[src/dcs_regs.svh]
// Register indices, reset values and field positions of the clamp control
`ifndef DCS_REGS_SVH
`define DCS_REGS_SVH

// ----------------------------------------------------------------------
// Register indices (byte address is four times the index)
// ----------------------------------------------------------------------
`define DCS_CLAMP_IDX     8'h17
`define DCS_SLEEP_IDX     8'h18

// ----------------------------------------------------------------------
// Reset values
// ----------------------------------------------------------------------
`define DCS_CLAMP_RST     7'h3F
`define DCS_SLEEP_RST     16'hFF00

// ----------------------------------------------------------------------
// Field positions
// ----------------------------------------------------------------------
`define DCS_HOLD_LSB      0
`define DCS_AMP_BIT       6
`define DCS_SEL_LSB       0
`define DCS_AMP_SLEEP_BIT 6
`define DCS_WAKE_LSB      8
`define DCS_AMP_WAKE_BIT  14

`endif

[src/dcs_pkg.sv]
// Types shared by the clamp and sleep control block
package dcs_pkg;

    // Phase of the synchronised standby input
    typedef enum logic [1:0] {
        DCS_AWAKE  = 2'b01,
        DCS_ASLEEP = 2'b10
    } dcs_phase_t;

    typedef logic [15:0] dcs_reg_t;

endpackage

[src/dcs_apb_slave.sv]
// APB slave front end: decode, write strobes and registered read data
`timescale 1ns/10ps
`include "dcs_regs.svh"
module dcs_apb_slave #(
    parameter int ADDR_W = 12
) (
    input  wire logic                ref_clk,
    input  wire logic                rst_n,
    input  wire logic                psel,
    input  wire logic                penable,
    input  wire logic                pwrite,
    input  wire logic [ADDR_W-1:0]   paddr,
    input  wire logic [31:0]         pwdata,
    output logic      [31:0]         prdata,
    output logic                     pready,
    output logic                     pslverr,
    input  wire dcs_pkg::dcs_reg_t   clamp_rd,
    input  wire dcs_pkg::dcs_reg_t   sleep_rd,
    output logic                     wr_clamp,
    output logic                     wr_sleep,
    output dcs_pkg::dcs_reg_t        wdata
);

    logic [31:0] next_prdata;
    logic        hit_clamp;
    logic        hit_sleep;
    logic        access;

    initial begin
        if (ADDR_W < 10) begin
            $error("dcs_apb_slave address too narrow for the map");
        end
    end

    // Word-aligned match of one register index
    function automatic logic dcs_hit(input logic [ADDR_W-1:0] a,
                                     input logic [7:0]        idx);
        return a == ADDR_W'({idx, 2'b00});
    endfunction

    assign hit_clamp = dcs_hit(paddr, `DCS_CLAMP_IDX);
    assign hit_sleep = dcs_hit(paddr, `DCS_SLEEP_IDX);
    assign access    = psel && penable;
    assign pready    = 1'b1;
    assign pslverr   = access && !(hit_clamp || hit_sleep);
    assign wr_clamp  = access && pwrite && hit_clamp;
    assign wr_sleep  = access && pwrite && hit_sleep;
    assign wdata     = pwdata[15:0];

    // Read data captured in the setup cycle
    always_comb begin
        next_prdata = prdata;
        if (psel && !penable && !pwrite) begin
            if (hit_clamp) begin
                next_prdata = {16'h0000, clamp_rd};
            end else if (hit_sleep) begin
                next_prdata = {16'h0000, sleep_rd};
            end else begin
                next_prdata = 32'h0000_0000;
            end
        end
    end

    always_ff @(posedge ref_clk) begin
        if (!rst_n) begin
            prdata <= 32'h0000_0000;
        end else begin
            prdata <= next_prdata;
        end
    end

endmodule // dcs_apb_slave

[src/dcs_clamp_ctrl.sv]
// Clamp and amplifier enable control under software and standby input
`timescale 1ns/10ps
`include "dcs_regs.svh"
module dcs_clamp_ctrl #(
    parameter int ADDR_W = 12,
    parameter int NUM_CH = 6
) (
    input  wire logic              ref_clk,
    input  wire logic              rst_n,
    input  wire logic              psel,
    input  wire logic              penable,
    input  wire logic              pwrite,
    input  wire logic [ADDR_W-1:0] paddr,
    input  wire logic [31:0]       pwdata,
    output logic      [31:0]       prdata,
    output logic                   pready,
    output logic                   pslverr,
    input  wire logic              standby_input_a,
    output logic                   main_pair_a_hold,
    output logic                   main_pair_b_hold,
    output logic                   aux_out1_hold,
    output logic                   aux_out2_hold,
    output logic                   aux_out3_hold,
    output logic                   aux_out4_hold,
    output logic                   amp_enable_out
);

    initial begin
        if (NUM_CH != 6) begin
            $error("dcs_clamp_ctrl field layout serves six channels");
        end
    end

    // ------------------------------------------------------------------
    // State and decode
    // ------------------------------------------------------------------
    logic [NUM_CH-1:0]    hold;
    logic [NUM_CH-1:0]    next_hold;
    logic                 amp_enable_bit;
    logic                 next_amp_enable_bit;
    dcs_pkg::dcs_reg_t    sleep_cfg;
    dcs_pkg::dcs_reg_t    next_sleep_cfg;
    dcs_pkg::dcs_phase_t  phase;
    dcs_pkg::dcs_phase_t  next_phase;
    logic                 standby_s;
    logic                 wake_evt;
    logic                 wr_clamp;
    logic                 wr_sleep;
    dcs_pkg::dcs_reg_t    wdata;
    dcs_pkg::dcs_reg_t    clamp_rd;
    logic [NUM_CH-1:0]    standby_sel;
    logic [NUM_CH-1:0]    manual_wake;
    logic                 amp_follows_standby_a;
    logic                 amp_manual_wake_a;

    assign standby_sel           = sleep_cfg[`DCS_SEL_LSB +: NUM_CH];
    assign manual_wake           = sleep_cfg[`DCS_WAKE_LSB +: NUM_CH];
    assign amp_follows_standby_a = sleep_cfg[`DCS_AMP_SLEEP_BIT];
    assign amp_manual_wake_a     = sleep_cfg[`DCS_AMP_WAKE_BIT];

    // ------------------------------------------------------------------
    // Register bus
    // ------------------------------------------------------------------
    // Read back live state
    assign clamp_rd = dcs_pkg::dcs_reg_t'({amp_enable_bit, hold});

    dcs_apb_slave #(
        .ADDR_W (ADDR_W)
    ) u_apb (
        .ref_clk  (ref_clk),
        .rst_n    (rst_n),
        .psel     (psel),
        .penable  (penable),
        .pwrite   (pwrite),
        .paddr    (paddr),
        .pwdata   (pwdata),
        .prdata   (prdata),
        .pready   (pready),
        .pslverr  (pslverr),
        .clamp_rd (clamp_rd),
        .sleep_rd (sleep_cfg),
        .wr_clamp (wr_clamp),
        .wr_sleep (wr_sleep),
        .wdata    (wdata)
    );

    // ------------------------------------------------------------------
    // Standby input synchroniser and phase
    // ------------------------------------------------------------------
    // Resync before use
    dcs_sync #(
        .STAGES (2)
    ) u_sync (
        .ref_clk (ref_clk),
        .rst_n   (rst_n),
        .d       (standby_input_a),
        .q       (standby_s)
    );

    // Falling edge of the synchronised level wakes the channels
    always_comb begin
        next_phase = phase;
        wake_evt   = 1'b0;
        case (phase)
            dcs_pkg::DCS_AWAKE: begin
                if (standby_s) begin
                    next_phase = dcs_pkg::DCS_ASLEEP;
                end
            end
            dcs_pkg::DCS_ASLEEP: begin
                if (!standby_s) begin
                    next_phase = dcs_pkg::DCS_AWAKE;
                    wake_evt   = 1'b1;
                end
            end
            default: begin
                next_phase = dcs_pkg::DCS_AWAKE;
            end
        endcase
    end

    always_ff @(posedge ref_clk) begin
        if (!rst_n) begin
            phase <= dcs_pkg::DCS_AWAKE;
        end else begin
            phase <= next_phase;
        end
    end

    // ------------------------------------------------------------------
    // Channel clamp bits
    // ------------------------------------------------------------------
    always_comb begin
        next_hold = hold;
        for (int i = 0; i < NUM_CH; i++) begin
            if (wake_evt && standby_sel[i] && !manual_wake[i]) begin
                next_hold[i] = 1'b0;
            end
            if (wr_clamp) begin
                next_hold[i] = wdata[`DCS_HOLD_LSB + i];
            end
            if (standby_s && standby_sel[i]) begin
                next_hold[i] = 1'b1;
            end
        end
    end

    // ------------------------------------------------------------------
    // Amplifier enable
    // ------------------------------------------------------------------
    always_comb begin
        next_amp_enable_bit = amp_enable_bit;
        if (wake_evt && amp_follows_standby_a && !amp_manual_wake_a) begin
            next_amp_enable_bit = 1'b1;
        end
        if (wr_clamp) begin
            next_amp_enable_bit = wdata[`DCS_AMP_BIT];
        end
        if (amp_follows_standby_a && standby_s) begin
            next_amp_enable_bit = 1'b0;
        end
    end

    // ------------------------------------------------------------------
    // Standby configuration
    // ------------------------------------------------------------------
    always_comb begin
        next_sleep_cfg = sleep_cfg;
        if (wr_sleep) begin
            next_sleep_cfg = wdata;
        end
    end

    always_ff @(posedge ref_clk) begin
        if (!rst_n) begin
            {amp_enable_bit, hold} <= `DCS_CLAMP_RST;
            sleep_cfg              <= `DCS_SLEEP_RST;
        end else begin
            hold           <= next_hold;
            amp_enable_bit <= next_amp_enable_bit;
            sleep_cfg      <= next_sleep_cfg;
        end
    end

    // ------------------------------------------------------------------
    // Outputs
    // ------------------------------------------------------------------
    // Bit drives the pin
    assign amp_enable_out   = amp_enable_bit;
    // Channel order of the clamp bits
    assign main_pair_a_hold = hold[0];
    assign main_pair_b_hold = hold[1];
    assign aux_out1_hold    = hold[2];
    assign aux_out2_hold    = hold[3];
    assign aux_out3_hold    = hold[4];
    assign aux_out4_hold    = hold[5];

    // ------------------------------------------------------------------
    // Assertions
    // ------------------------------------------------------------------
    a_amp_write_drive: assert property (@(posedge ref_clk)
        disable iff (!rst_n)
        wr_clamp && !(amp_follows_standby_a && standby_s)
        |=> amp_enable_out == $past(wdata[`DCS_AMP_BIT]))
        else $error("amplifier output does not follow written bit");

    a_amp_read_live: assert property (@(posedge ref_clk)
        disable iff (!rst_n)
        psel && !penable && !pwrite && paddr == ADDR_W'({`DCS_CLAMP_IDX,
        2'b00}) |=> prdata[`DCS_AMP_BIT] == $past(amp_enable_out))
        else $error("amplifier bit read differs from output");

    a_hold_write: assert property (@(posedge ref_clk)
        disable iff (!rst_n)
        wr_clamp && !standby_s && !wake_evt
        |=> hold == $past(wdata[NUM_CH-1:0]))
        else $error("clamp outputs do not follow written bits");

    a_reset_values: assert property (@(posedge ref_clk)
        disable iff (1'b0)
        !rst_n |=> {amp_enable_bit, hold} == `DCS_CLAMP_RST
        && sleep_cfg == `DCS_SLEEP_RST)
        else $error("register reset value wrong");

    a_sleep_records: assert property (@(posedge ref_clk)
        disable iff (!rst_n)
        standby_s ##1 standby_s
        |-> (clamp_rd[NUM_CH-1:0] & $past(standby_sel))
        == $past(standby_sel))
        else $error("clamp bit not recorded while in standby");

    a_amp_sleep_off: assert property (@(posedge ref_clk)
        disable iff (!rst_n)
        amp_follows_standby_a && standby_s |=> !amp_enable_out)
        else $error("amplifier not off in standby");

    a_amp_ignores: assert property (@(posedge ref_clk)
        disable iff (!rst_n)
        !amp_follows_standby_a && !wr_clamp |=> $stable(amp_enable_out))
        else $error("amplifier changed without follow bit");

    a_amp_manual: assert property (@(posedge ref_clk)
        disable iff (!rst_n)
        wake_evt && amp_follows_standby_a && amp_manual_wake_a
        && !wr_clamp |=> !amp_enable_out)
        else $error("amplifier woke without software write");

    a_amp_direct: assert property (@(posedge ref_clk)
        disable iff (!rst_n)
        wake_evt && amp_follows_standby_a && !amp_manual_wake_a
        && !wr_clamp |=> amp_enable_out)
        else $error("amplifier did not wake directly");

    a_chan_forced: assert property (@(posedge ref_clk)
        disable iff (!rst_n)
        $rose(standby_s) && (standby_sel != '0)
        |=> (hold & $past(standby_sel)) == $past(standby_sel))
        else $error("selected channel not clamped by standby input");

    a_chan_ignores: assert property (@(posedge ref_clk)
        disable iff (!rst_n)
        !wr_clamp |=> ((hold ^ $past(hold)) & ~$past(standby_sel)) == '0)
        else $error("unselected channel moved by standby input");

    a_chan_wake: assert property (@(posedge ref_clk)
        disable iff (!rst_n)
        wake_evt && !wr_clamp |=>
        (hold & $past(standby_sel & ~manual_wake)) == '0
        && (hold & $past(standby_sel & manual_wake))
        == $past(standby_sel & manual_wake))
        else $error("channel wake does not match manual wake bits");

    a_sleep_write: assert property (@(posedge ref_clk)
        disable iff (!rst_n)
        wr_sleep |=> sleep_cfg == $past(wdata))
        else $error("standby config write lost");

    c_enter_standby: cover property (@(posedge ref_clk) disable iff (!rst_n)
        phase == dcs_pkg::DCS_AWAKE ##1 phase == dcs_pkg::DCS_ASLEEP);

    c_amp_manual: cover property (@(posedge ref_clk) disable iff (!rst_n)
        wake_evt && amp_follows_standby_a && amp_manual_wake_a
        ##[1:50] wr_clamp && wdata[`DCS_AMP_BIT]);

    c_chan_direct: cover property (@(posedge ref_clk) disable iff (!rst_n)
        wake_evt && ((standby_sel & ~manual_wake) != '0));

    c_bad_addr: cover property (@(posedge ref_clk) disable iff (!rst_n)
        pslverr);

endmodule // dcs_clamp_ctrl

[src/dcs_sync.sv]
// Two-stage synchroniser for the standby input pin
`timescale 1ns/10ps
module dcs_sync #(
    parameter int STAGES = 2
) (
    input  wire logic ref_clk,
    input  wire logic rst_n,
    input  wire logic d,
    output logic      q
);

    logic [STAGES-1:0] ff;
    logic [STAGES-1:0] next_ff;

    initial begin
        if (STAGES < 2) begin
            $error("dcs_sync needs at least two stages");
        end
    end

    always_comb begin
        next_ff = {ff[STAGES-2:0], d};
    end

    always_ff @(posedge ref_clk) begin
        if (!rst_n) begin
            ff <= '0;
        end else begin
            ff <= next_ff;
        end
    end

    assign q = ff[STAGES-1];

    a_sync_delay: assert property (
        @(posedge ref_clk) disable iff (!rst_n)
        $past(rst_n, 2) && $past(rst_n) |-> q == $past(d, STAGES))
        else $error("standby input not delayed by the sync stages");

endmodule // dcs_sync
[config.mk]
export PLATFORM = sky130hd
export DESIGN_NAME = dcs_clamp_ctrl
export DESIGN_NICKNAME = d
export VERILOG_FILES = /design/src/dcs_pkg.sv /design/src/dcs_apb_slave.sv /design/src/dcs_clamp_ctrl.sv /design/src/dcs_sync.sv
export VERILOG_INCLUDE_DIRS = /design/src
export SDC_FILE = /design/constraint.sdc
export NUM_CORES = 1
export LEC_CHECK = 0
export BUFFER_PORTS_ARGS = -buffer_cell sky130_fd_sc_hd__buf_4
export CORE_MARGIN = 5
export CORE_UTILIZATION = 51
export CTS_BUF_LIST = sky130_fd_sc_hd__clkbuf_8
export DETAILED_ROUTE_END_ITERATION = 8
export PLACE_DENSITY_LB_ADDON = 0.08
export SLEW_MARGIN = 20
export SYNTH_ARGS = -nofsm -noshare
export SYNTH_HDL_FRONTEND = slang
export SYNTH_SLANG_ARGS = --single-unit
[constraint.sdc]
create_clock -name ref_clk -period 4.7 [get_ports ref_clk]
set_input_delay 0.235 -clock ref_clk [delete_from_list [all_inputs] [get_ports ref_clk]]
set_output_delay 0.235 -clock ref_clk [all_outputs]
set_load 0.02 [all_outputs]
Word-level counts from Yosys, hierarchy flattened
Cells that the tools add are included.
Storage, ports and cells
  memories: 0
  bits in read-only memories: 0
  logic and storage cells: 93
  latch bits: 0
  bits of input ports: 50
  output and inout bits: 41
  bits in writable memories: 0
  flip-flop bits (word level): 59
Operators by class
  reductions and logical operators: 54
  $mul: 0
  $add $sub $neg: 0
  mux-type cells: 21
  div/mod/pow operators: 0
  shift operators: 0
  magnitude comparators: 0
  eq/ne operators: 6
  bitwise operators: 1
Operators by type and width (number)
  32-bit two-way mux: 1
  1-bit logical AND: 28
  12-bit by 7-bit equality test with 1-bit output, second input constant: 2
  1-bit two-way mux: 16
  16-bit two-way mux: 1
  2-bit nonzero test: 7
  2-bit OR reduction: 7
  1-bit logical NOT: 10
  2-bit two-way mux: 2
  2-bit case mux with 2 select lines: 1
  2-bit by 1-bit equality test with 1-bit output, second input constant: 1
  2-bit equality test, second input constant: 1
  2-bit by 1-bit != test with 1-bit output, second input constant: 1
  2-bit != test, second input constant: 1
  2-bit AND reduction: 1
  1-bit logical OR: 1
  1-bit inverter: 1

Longest topological paths before layout
Gate-level depths: netlist of the first run.
  depth after elaboration: 6
  gate-level depth with buffers: 6
  mapped depth without buffers: 4

Hierarchy
A second synthesis of the first run with hierarchy kept.
Second synthesis, totals
  cell total of the unflattened synthesis: 240
  area, all modules: 2244.7 um^2
By module, submodules not included
  dcs_apb_slave: cells an instance 139, seq. area each 320.3 um^2, area each 1178.6 um^2, instances 1
  dcs_clamp_ctrl: cells an instance 97, seq. area each 500.5 um^2, area each 1013.5 um^2, instances 1
  dcs_sync: cells an instance 4, seq. area each 40.0 um^2, area each 52.6 um^2, instances 1

Worst setup path after synthesis of the first run
No wires, ideal clock.
  kind: input to register
  start: in paddr[7]
  end: reg sleep_cfg[10]
  data required time: 4571 ps
  path slack: 2688 ps
  stages: 6
  path buffers: 2
  setup time: 129 ps
  arrival: 1883 ps
  path through: or4b_4 buf_6 nor4_4 buf_6 mux2i_1 nand2_1
Between the ends
  longest elaborated chain between the ends: 2
RTL lines
  start, declared: RTL line dcs_clamp_ctrl.sv:13  | input wire logic [ADDR_W-1:0] paddr,
  12-bit by 7-bit equality test with 1-bit output: RTL line dcs_apb_slave.sv:38  | return a == ADDR_W'({idx, 2'b00});
  1-bit logical AND: RTL line dcs_apb_slave.sv:47  | assign wr_sleep = access && pwrite && hit_sleep;
  end signal, assigned: RTL line dcs_clamp_ctrl.sv:177  | sleep_cfg <= `DCS_SLEEP_RST;
  end signal, assigned: RTL line dcs_clamp_ctrl.sv:181  | sleep_cfg <= next_sleep_cfg;
  end, declared: RTL line dcs_clamp_ctrl.sv:41  | dcs_pkg::dcs_reg_t sleep_cfg;
No other way between the ends.
A chain may end at the register's enable or synchronous reset.

Worst setup path in the final report of the first run
  start: in penable
  end: reg u_apb.prdata[7]
Between the ends
  longest elaborated chain between the ends: 3
RTL lines
  start, declared: RTL line dcs_clamp_ctrl.sv:11  | input wire logic penable,
  1-bit logical NOT: RTL line dcs_apb_slave.sv:53  | if (psel && !penable && !pwrite) begin
  1-bit logical AND (2 in series): RTL line dcs_apb_slave.sv:53
  end signal, assigned: RTL line dcs_apb_slave.sv:68  | prdata <= next_prdata;
  end, declared: RTL line dcs_apb_slave.sv:14  | output logic [31:0] prdata,
No other way between the ends.

==> results of run 1 <==
-- registers in the layout, summed over array words and instances, names as in the netlist --
register and count:
amp_enable_out 1, phase 2, sleep_cfg 16, hold 6, u_apb.prdata 16, u_sync.ff 2
-- critical path, cell delays in order --
cell and delay [ps]:
sky130_fd_sc_hd__buf_4 120, sky130_fd_sc_hd__nor3b_1 850, sky130_fd_sc_hd__nand2_1 150, sky130_fd_sc_hd__nor4_2 730
sky130_fd_sc_hd__a22o_1 230
-- cells in the final DEF, fill, tap and decap left out, drive strengths merged --
cell / synthesis / layout
a221oi: 7 / 7
nand2: 24 / 24
nand2b: 8 / 8
nor2b: 9 / 9
mux2i: 16 / 16
nor2: 10 / 10
inv: 1 / 3
conb: 2 / 17
clkbuf: 7 / 5
a22o: 9 / 9
o21ai: 13 / 13
o2111ai: 6 / 6
and3: 1 / 1
and2: 2 / 2
or4b: 2 / 2
a211oi: 1 / 1
a21boi: 1 / 1
dfxtp: 43 / 43
nor3b: 2 / 2
nand3: 1 / 1
xor2: 1 / 1
o311a: 1 / 1
nor4: 3 / 3
clkinv: 0 / 1
nand4b: 1 / 1
or4: 1 / 1
nor3: 2 / 2
buf: 20 / 59
-- per-stage QoR --
stage | instance area (µm²) | worst slack (ps)
floorplan | 1930 | 2690
global placement | 2250 | 2250
finish | 2330 | 2620
CTS | 2330 | 2540
global route | 2330 | 2450
detailed placement | 2250 | 2240
-- metal layers --
layer | vias up | routed length, µm | global-route usage [%] | part of all wire (%)
li1 | 763 | - | - | -
met1 | 710 | 1810 | 20.7 | 43
met2 | 56 | 1940 | 26.1 | 46
met3 | 4 | 397 | 6.82 | 9.5
met4 | 0 | 41 | 5.64 | 0.98
met5 | - | 0 | 0 | 0
-- where the power goes --
| group | switching [mW] | internal (mW) |
|---|---|---|
| logic | 0.0352 | 0.0278 |
| registers | 0.00272 | 0.368 |
| clock network | 0.116 | 0.0999 |
| total | 0.154 | 0.496 |
-- logic make-up after synthesis --
kind of cell	share of synthesized area (%)
compound gates	15.1
xor+xnor	0.467
buf+inv	9.88
flops	45.9
mux	8.54
other cells	0.401
simple gates	19.7
-- worst paths after layout --
kind                                         startpoint                            to  slack [ps]  depth (start not counted)
worst max register to register  u_sync.ff[1]$_SDFF_PN0_   amp_enable_out$_SDFFE_PP0P_        3390                          4
worst min-delay path                    standby_input_a       u_sync.ff[0]$_SDFF_PN0_         150                          2
worst max-delay path                            penable  u_apb.prdata[7]$_SDFFE_PN0P_        2620                          5
worst min register to register  u_sync.ff[0]$_SDFF_PN0_       u_sync.ff[1]$_SDFF_PN0_         440                          1
-- cell type report --
type	instances	share of cell area, %
Clock inverter	3	0.536
Sequential cell	43	36.9
Inverter	1	0.161
Clock buffer	5	2.95
Tap cell	48	2.57
Multi-Input combinational cell	138	37.9
Timing Repair Buffer	59	19.0
==> results list, run 1 <==
* Result of the run: finished, final reports clean
* Total Nets Final: a little under 300
- Slew at the pin closest to its max-slew limit: roughly 1000 ps
- Clock tree synthesis found a total of 43 sinks.
* Area inside the core boundary: 3610 µm²
* Static Leakage: between 0.9 and 1 nW
- STA puts the critical path data required time at 4930 ps.
* Clk Latency, worst-skew pair: 290 ps
- Cell count after placement: between 200 and 300
- Nature of the critical path startpoint: input pin
- Post-Route Skew: roughly 1 ps
- Post-synth EDFFs: 0
- Most instantiated library cell after synthesis: sky130_fd_sc_hd__dfxtp_1
* Number of distinct library cells after synthesis: 31
- In this run, synthesis produced a sequential element count of 43.
- The die is between 70 and 80 µm wide.
- The worst pin sits at a relative slew slack of about 30%.
- First-pass GRT wire length: 6620 µm
- The initialized floorplan defines 22 standard-cell rows.
- For this design the ratio of total power to cell area is 278 nW/µm².
- The final number of max-transition violations came to 0.
* Yosys warnings: 0
- For the finished layout, the period the worst path requires is between 2000 and 2500 ps.
- Dividing the final minimum period by the clock period gives 44.3%.
- Setup repair after global routing left no endpoint under its margin.
- Excluding fillers, the count of instances in the completed layout stands at slightly below 300.
- RD Place Congestion: 0.733
- Top post-synthesis cells by count: sky130_fd_sc_hd__dfxtp_1, sky130_fd_sc_hd__nand2_1, sky130_fd_sc_hd__buf_4
* Synth Cell Area: around 1900 µm²
* CTS root buf: sky130_fd_sc_hd__clkbuf_8
- Type of the worst setup path: input pin to flop
* Vias after detailed routing: about 1500
* Top area cells in the synthesized netlist: sky130_fd_sc_hd__dfxtp_1, sky130_fd_sc_hd__mux2i_1, sky130_fd_sc_hd__buf_4, sky130_fd_sc_hd__nand2_1, sky130_fd_sc_hd__a22o_1
* Number of buffers between clock root and the deepest sink: 2
- Register area: between 800 and 900 µm²
- Hold-fix buffers, CTS: 0
* Overall die area: between 4000 and 5000 µm²
* Maximum clock rate: slightly below 500 MHz
- Final-layout fill cell count: approximately 330
- Number of routed nets with antenna violations: 0
* Routed length per placed instance: ~14 µm
- # setup viols final: 0
- Summing all multi-input logic gate instances after layout gives slightly below 900 µm².
- The biggest area contributor in the post-synthesis netlist is sky130_fd_sc_hd__dfxtp_1.
* Final standard cell utilization of the core: between 60% and 70%
* Vertical extent of the die: just over 70 µm
- Synth Flop Type: sky130_fd_sc_hd__dfxtp_1
* Type of the worst min-delay path: input pin to flop
* I/O pin count: between 90 and 100
- H-tree level count: 2
- The tool flagged a number of max-cap violations equal to 0.
- The final hold violation count was 0.
- Via density: 5.16
- Detailed placement finished with a half-perimeter wire length of between 2000 and 3000 µm.
- Once the clock tree was built, the setup fixing pass inserted 0 buffers.
- In this run, the number of DRC markers left after iteration 0 of detailed routing was 94.
- For this run, the detailed router's first-pass iteration total came to 4.
* Post-synthesis async set-or-reset flop share: 0%
* DRT Wirelength: approximately 4200 µm
* Global router's overall resource usage: approximately 17%
- TritonCTS built the clock tree.
- The via count of the first global-routing pass was between 1000 and 1500.
- Entering global routing, the biggest net connects 36 pins.
- Kind of end point of the critical path: flop
* Total negative setup slack: 0 ps
* Overall power: around 650 µW
- Number of antenna violations at the first check in global routing: 0
- Post-route DRC: 0
- Global routing finished with a remaining overflow of 0.
- The number of antenna diodes in the final layout is 0.
* Proportion of synthesized chip area in sequential cells: roughly 46%
- The share of synthesized area in the top cell type comes to 45.9%.
- Cells after synthesis: between 150 and 200
- Data arrives at the worst endpoint at between 2000 and 2500 ps.
* Clock-pin transition on the worst setup and hold timing paths: ~70 ps
- For this configuration, the core starts out at a cell density of between 50% and 60%.
- During placement, the flow inserted port buffers numbering between 50 and 60.
- Fraction of final layout cells sized beyond drive strength 1: between 20 and 30%
- Critical-path maximum fanout: 9
- Syn-to-layout area delta: 24.5%
* Worst slack on hold paths: between 150 and 200 ps
* Total clock buffers created by CTS: 5
- Post-Synthesis Mean Instance Area: approximately 9.7 µm²
- IR analysis of the VDD net gives a maximum drop of about 190 µV.
- Once the clock tree was built, the resizer swapped 0 gates to a different size.
Power figures use the tool's default switching activity.
==> run 2: changes to the inputs <==
CORE_UTILIZATION = 43   (was 51)
clock period = 1.85 ns   (was 4.7 ns; I/O delays follow)
==> run 2 against run 1 <==
  * Total power grew to 2.5 times the previous value
  * Cell count is 3.4% higher
  * Wire length is 4.7% higher
  * Sequential cell count unchanged
  * Clock skew increased by 3.9 ps
  * Die area up 16%
  * Worst setup slack lost 2200 ps
  * Largest power group unchanged
==> results list, run 2 (synthesis gave the netlist of run 1 again) <==
- Result of the run: finished, final reports clean (unchanged).
- Vertical extent of the die: 76.0 µm (was 70.6 µm)
- Hold-fix buffers, CTS: 0 (unchanged)
* Initial standard-cell utilization of the core: 43.6% (was 52.0%)
- The summed area of non-filler cells in the final layout is 2410 µm² (was 2330 µm²).
* Net Sw Frac: 23.2% (was 23.7%)
- The worst-case reg-to-reg path depth was 4 (unchanged).
- The critical path endpoint was pslverr (was u_apb.prdata[7]$_SDFFE_PN0P_).
- Largest registers: sleep_cfg x16, u_apb.prdata x16, hold x6 (unchanged)
* Max cap viols: 0 (unchanged)
- The root buffer cell is sky130_fd_sc_hd__clkbuf_8 (unchanged).
* Width of the chip: 76.0 µm (was 70.6 µm)
* Fraction of power consumed by the clock network: 32.3% (was 33.2%)
- The number of antenna-violating nets in the routed design is 0 (unchanged).
- Final-layout fill cell count: 418 (was 333)
- Type of the worst setup path: input pin to output pin (was input pin to flop)
* Endpoint required time on the critical path: 1760 ps (was 4930 ps)
- I/O Buffers: 57 (unchanged)
- Fraction of power consumed by sequential logic: 57.3% (was 57.1%)
- The final hold violation count came to 0 (unchanged).
- The initial antenna violation count was 0 (unchanged).
- Clock-pin transition on the worst setup and hold timing paths: 80 ps (was 70 ps)
- The area added between synthesis and finish was 28.4% (was 24.5%).
- The power density over cell area is 681 nW/µm² (was 278 nW/µm²).
- Detailed Place HPWL: 3200 µm (was 2990 µm)
- Number of buffers between clock root and the deepest sink: 2 (unchanged)
- RD Place Congestion: 0.728 (was 0.733)
- Post-route DRC: 0 (unchanged)
- Filler-free cell count of the finished design: 307 (was 297)
- Final standard cell utilization of the core: 56.0% (was 64.7%)
- Signal arrival time at the worst endpoint: 1380 ps (was 2310 ps)
- Total area of multi-input combinational cells: 888 µm² (was 885 µm²)
- Number of max-slew violations in the final report: 0 (unchanged)
- Worst-case setup margin in the final layout: 378 ps (was 2620 ps)
- The die outline area is 5780 µm² (was 4990 µm²).
* Setup crit start: paddr[4] (was penable)
- The number of levels the H-tree was split into is 2 (unchanged).
* Total number of clock tree sinks: 43 (unchanged)
- The via count normalized by instance count is 5.01 (was 5.16).
- Vias after detailed routing: 1537 (was 1533)
- Worst setup slack for register-to-register paths: 760 ps (was 3390 ps)
- Static Leakage: 0.981 nW (was 0.945 nW)
* Post-Route Skew: 4.86 ps (was 0.998 ps)
- Power spent charging and discharging nets: 381 µW (was 154 µW)
- The cell count after placement is 301 (was 289).
- The count of cells resized by post-cts repair was 0 (unchanged).
* Clk Latency, worst-skew pair: 280 ps (was 290 ps)
- The wire length per cell after detailed routing is 14.3 µm (was 14.1 µm).
- The count of boundary I/O pins is 91 (unchanged).
- The post-CTS setup buffer count was 0 (unchanged).
- The maximum number of pins on one net before global-route repair is 21 (was 36).
- Commonest cells after routing, fill and taps aside: sky130_fd_sc_hd__buf_4, sky130_fd_sc_hd__dfxtp_1, sky130_fd_sc_hd__nand2_1, sky130_fd_sc_hd__conb_1, sky130_fd_sc_hd__mux2i_1 (unchanged).
* Kind of end point of the critical path: output pin (was flop)
- The kind of launch point of the worst setup path is an input pin (unchanged).
- Total Nets Final: 306 (was 298)
* Worst setup timing slack at the placement stage: 99.6 ps (was 2240 ps)
- Number of global-route vias before repair: 1543 (was 1397)
- The overall fraction of global-route tracks in use was 15.3% (was 16.6%).
* Min Tclk post-route: around 1500 ps
- The antenna diode count was 0 (unchanged).
* Fraction of final layout cells sized beyond drive strength 1: 30.2% (was 27.7%)
* Post-route fraction of the period consumed by the critical path: 79.6%
* First-pass iteration count of the detailed router: 4 (unchanged)
- The area of the core region came to 4290 µm² (was 3610 µm²).
- Maximum clock rate: around 680 MHz
- The post-detailed-routing wire length was 4390 µm (was 4190 µm).
* Total placed instance area: 2330 µm² (was 2250 µm²)
* Clock tree from TritonCTS: built (unchanged)
- Worst supply voltage drop on vdd: 456 µV (was 195 µV)
- RSZ-0062 raised after global routing: no (unchanged)
- The maximum fanout encountered on the critical timing path was 3 (was 9).
* Commonest non-fill, non-tap cell in the layout: sky130_fd_sc_hd__buf_4 (unchanged)
- The capture point of the worst reg-to-reg path is amp_enable_out$_SDFFE_PP0P_ (unchanged).
- The wire length of the first global-routing pass came to 7250 µm (was 6620 µm).
- Std-Cell Rows: 24 (was 22)
- The worst min-delay path category was input pin to flop (unchanged).
* P_int: 1.26 mW (was 496 µW)
* Starting DRC count in detailed routing: 39 (was 94)
- # setup viols final: 0 (unchanged)
- The total clock buffers created by CTS came to 5 (unchanged).
- Total congestion overflow after global routing: 0 (unchanged)
* Combinational share of power: 10.3% (was 9.7%)
- Worst slack on hold paths: 18.8 ps (was 151 ps)
* Register area: 861 µm² (unchanged)
* Reg-to-reg startpoint: phase[0]$_SDFFE_PN1P_ (was u_sync.ff[1]$_SDFF_PN0_)
[run 2: worst min-delay path by stage]
stage,start,to,slack (ps),cells after the start
4_1_cts,pwdata[11],sleep_cfg[11]$_SDFFE_PN1P_,8,3
3_3_place_gp,pwdata[10],sleep_cfg[10]$_SDFFE_PN1P_,310,3
5_1_grt,pwdata[11],sleep_cfg[11]$_SDFFE_PN1P_,10,3
6_report,pwdata[10],sleep_cfg[10]$_SDFFE_PN1P_,20,3
2_1_floorplan,standby_input_a,u_sync.ff[0]$_SDFF_PN0_,220,1
3_5_place_dp,pwdata[11],sleep_cfg[11]$_SDFFE_PN1P_,310,3
[run 2: area by class of cell]
type / instances / area share, %
tap: 52 / 2.70
sequential: 43 / 35.8
timing repair buffer: 67 / 21.4
clock inverter: 1 / 0.156
inverter: 1 / 0.156
clock buffer: 5 / 2.86
multi-input combinational: 138 / 36.9
[run 2: power groups by stage]
| stage | Combinational (mW) | Clock, mW | Sequential (mW) |
|---|---|---|---|
| after floorplan | 0.103 | 0 | 0.970 |
| after global placement | 0.169 | 0 | 0.962 |
| after detailed placement | 0.170 | 0 | 0.962 |
| after CTS | 0.170 | 0.553 | 0.940 |
| after global routing | 0.184 | 0.593 | 0.941 |
| final | 0.170 | 0.530 | 0.940 |
[run 2: per-layer routing]
layer  up-vias  part of all wire [%]  GRT usage [%]
met1       702                    45           18.9
li1        777                     -              -
met2        53                    47           24.1
met4         0                  0.80           4.63
met5         -                     0              0
met3         5                   8.0           6.38
[run 2: worst max-delay path, cell delays in order]
cell and delay [ps]:
sky130_fd_sc_hd__buf_4 110, sky130_fd_sc_hd__or4b_1 580, sky130_fd_sc_hd__buf_4 180, sky130_fd_sc_hd__a211oi_1 190, sky130_fd_sc_hd__nor2_1 60, sky130_fd_sc_hd__buf_4 150
[run 2: per-stage QoR]
stage	power, mW	TNS (ps)
floorplan	1.07	-21.9
global placement	1.13	0
detailed placement	1.13	0
CTS	1.66	0
global route	1.72	0
finish	1.64	0
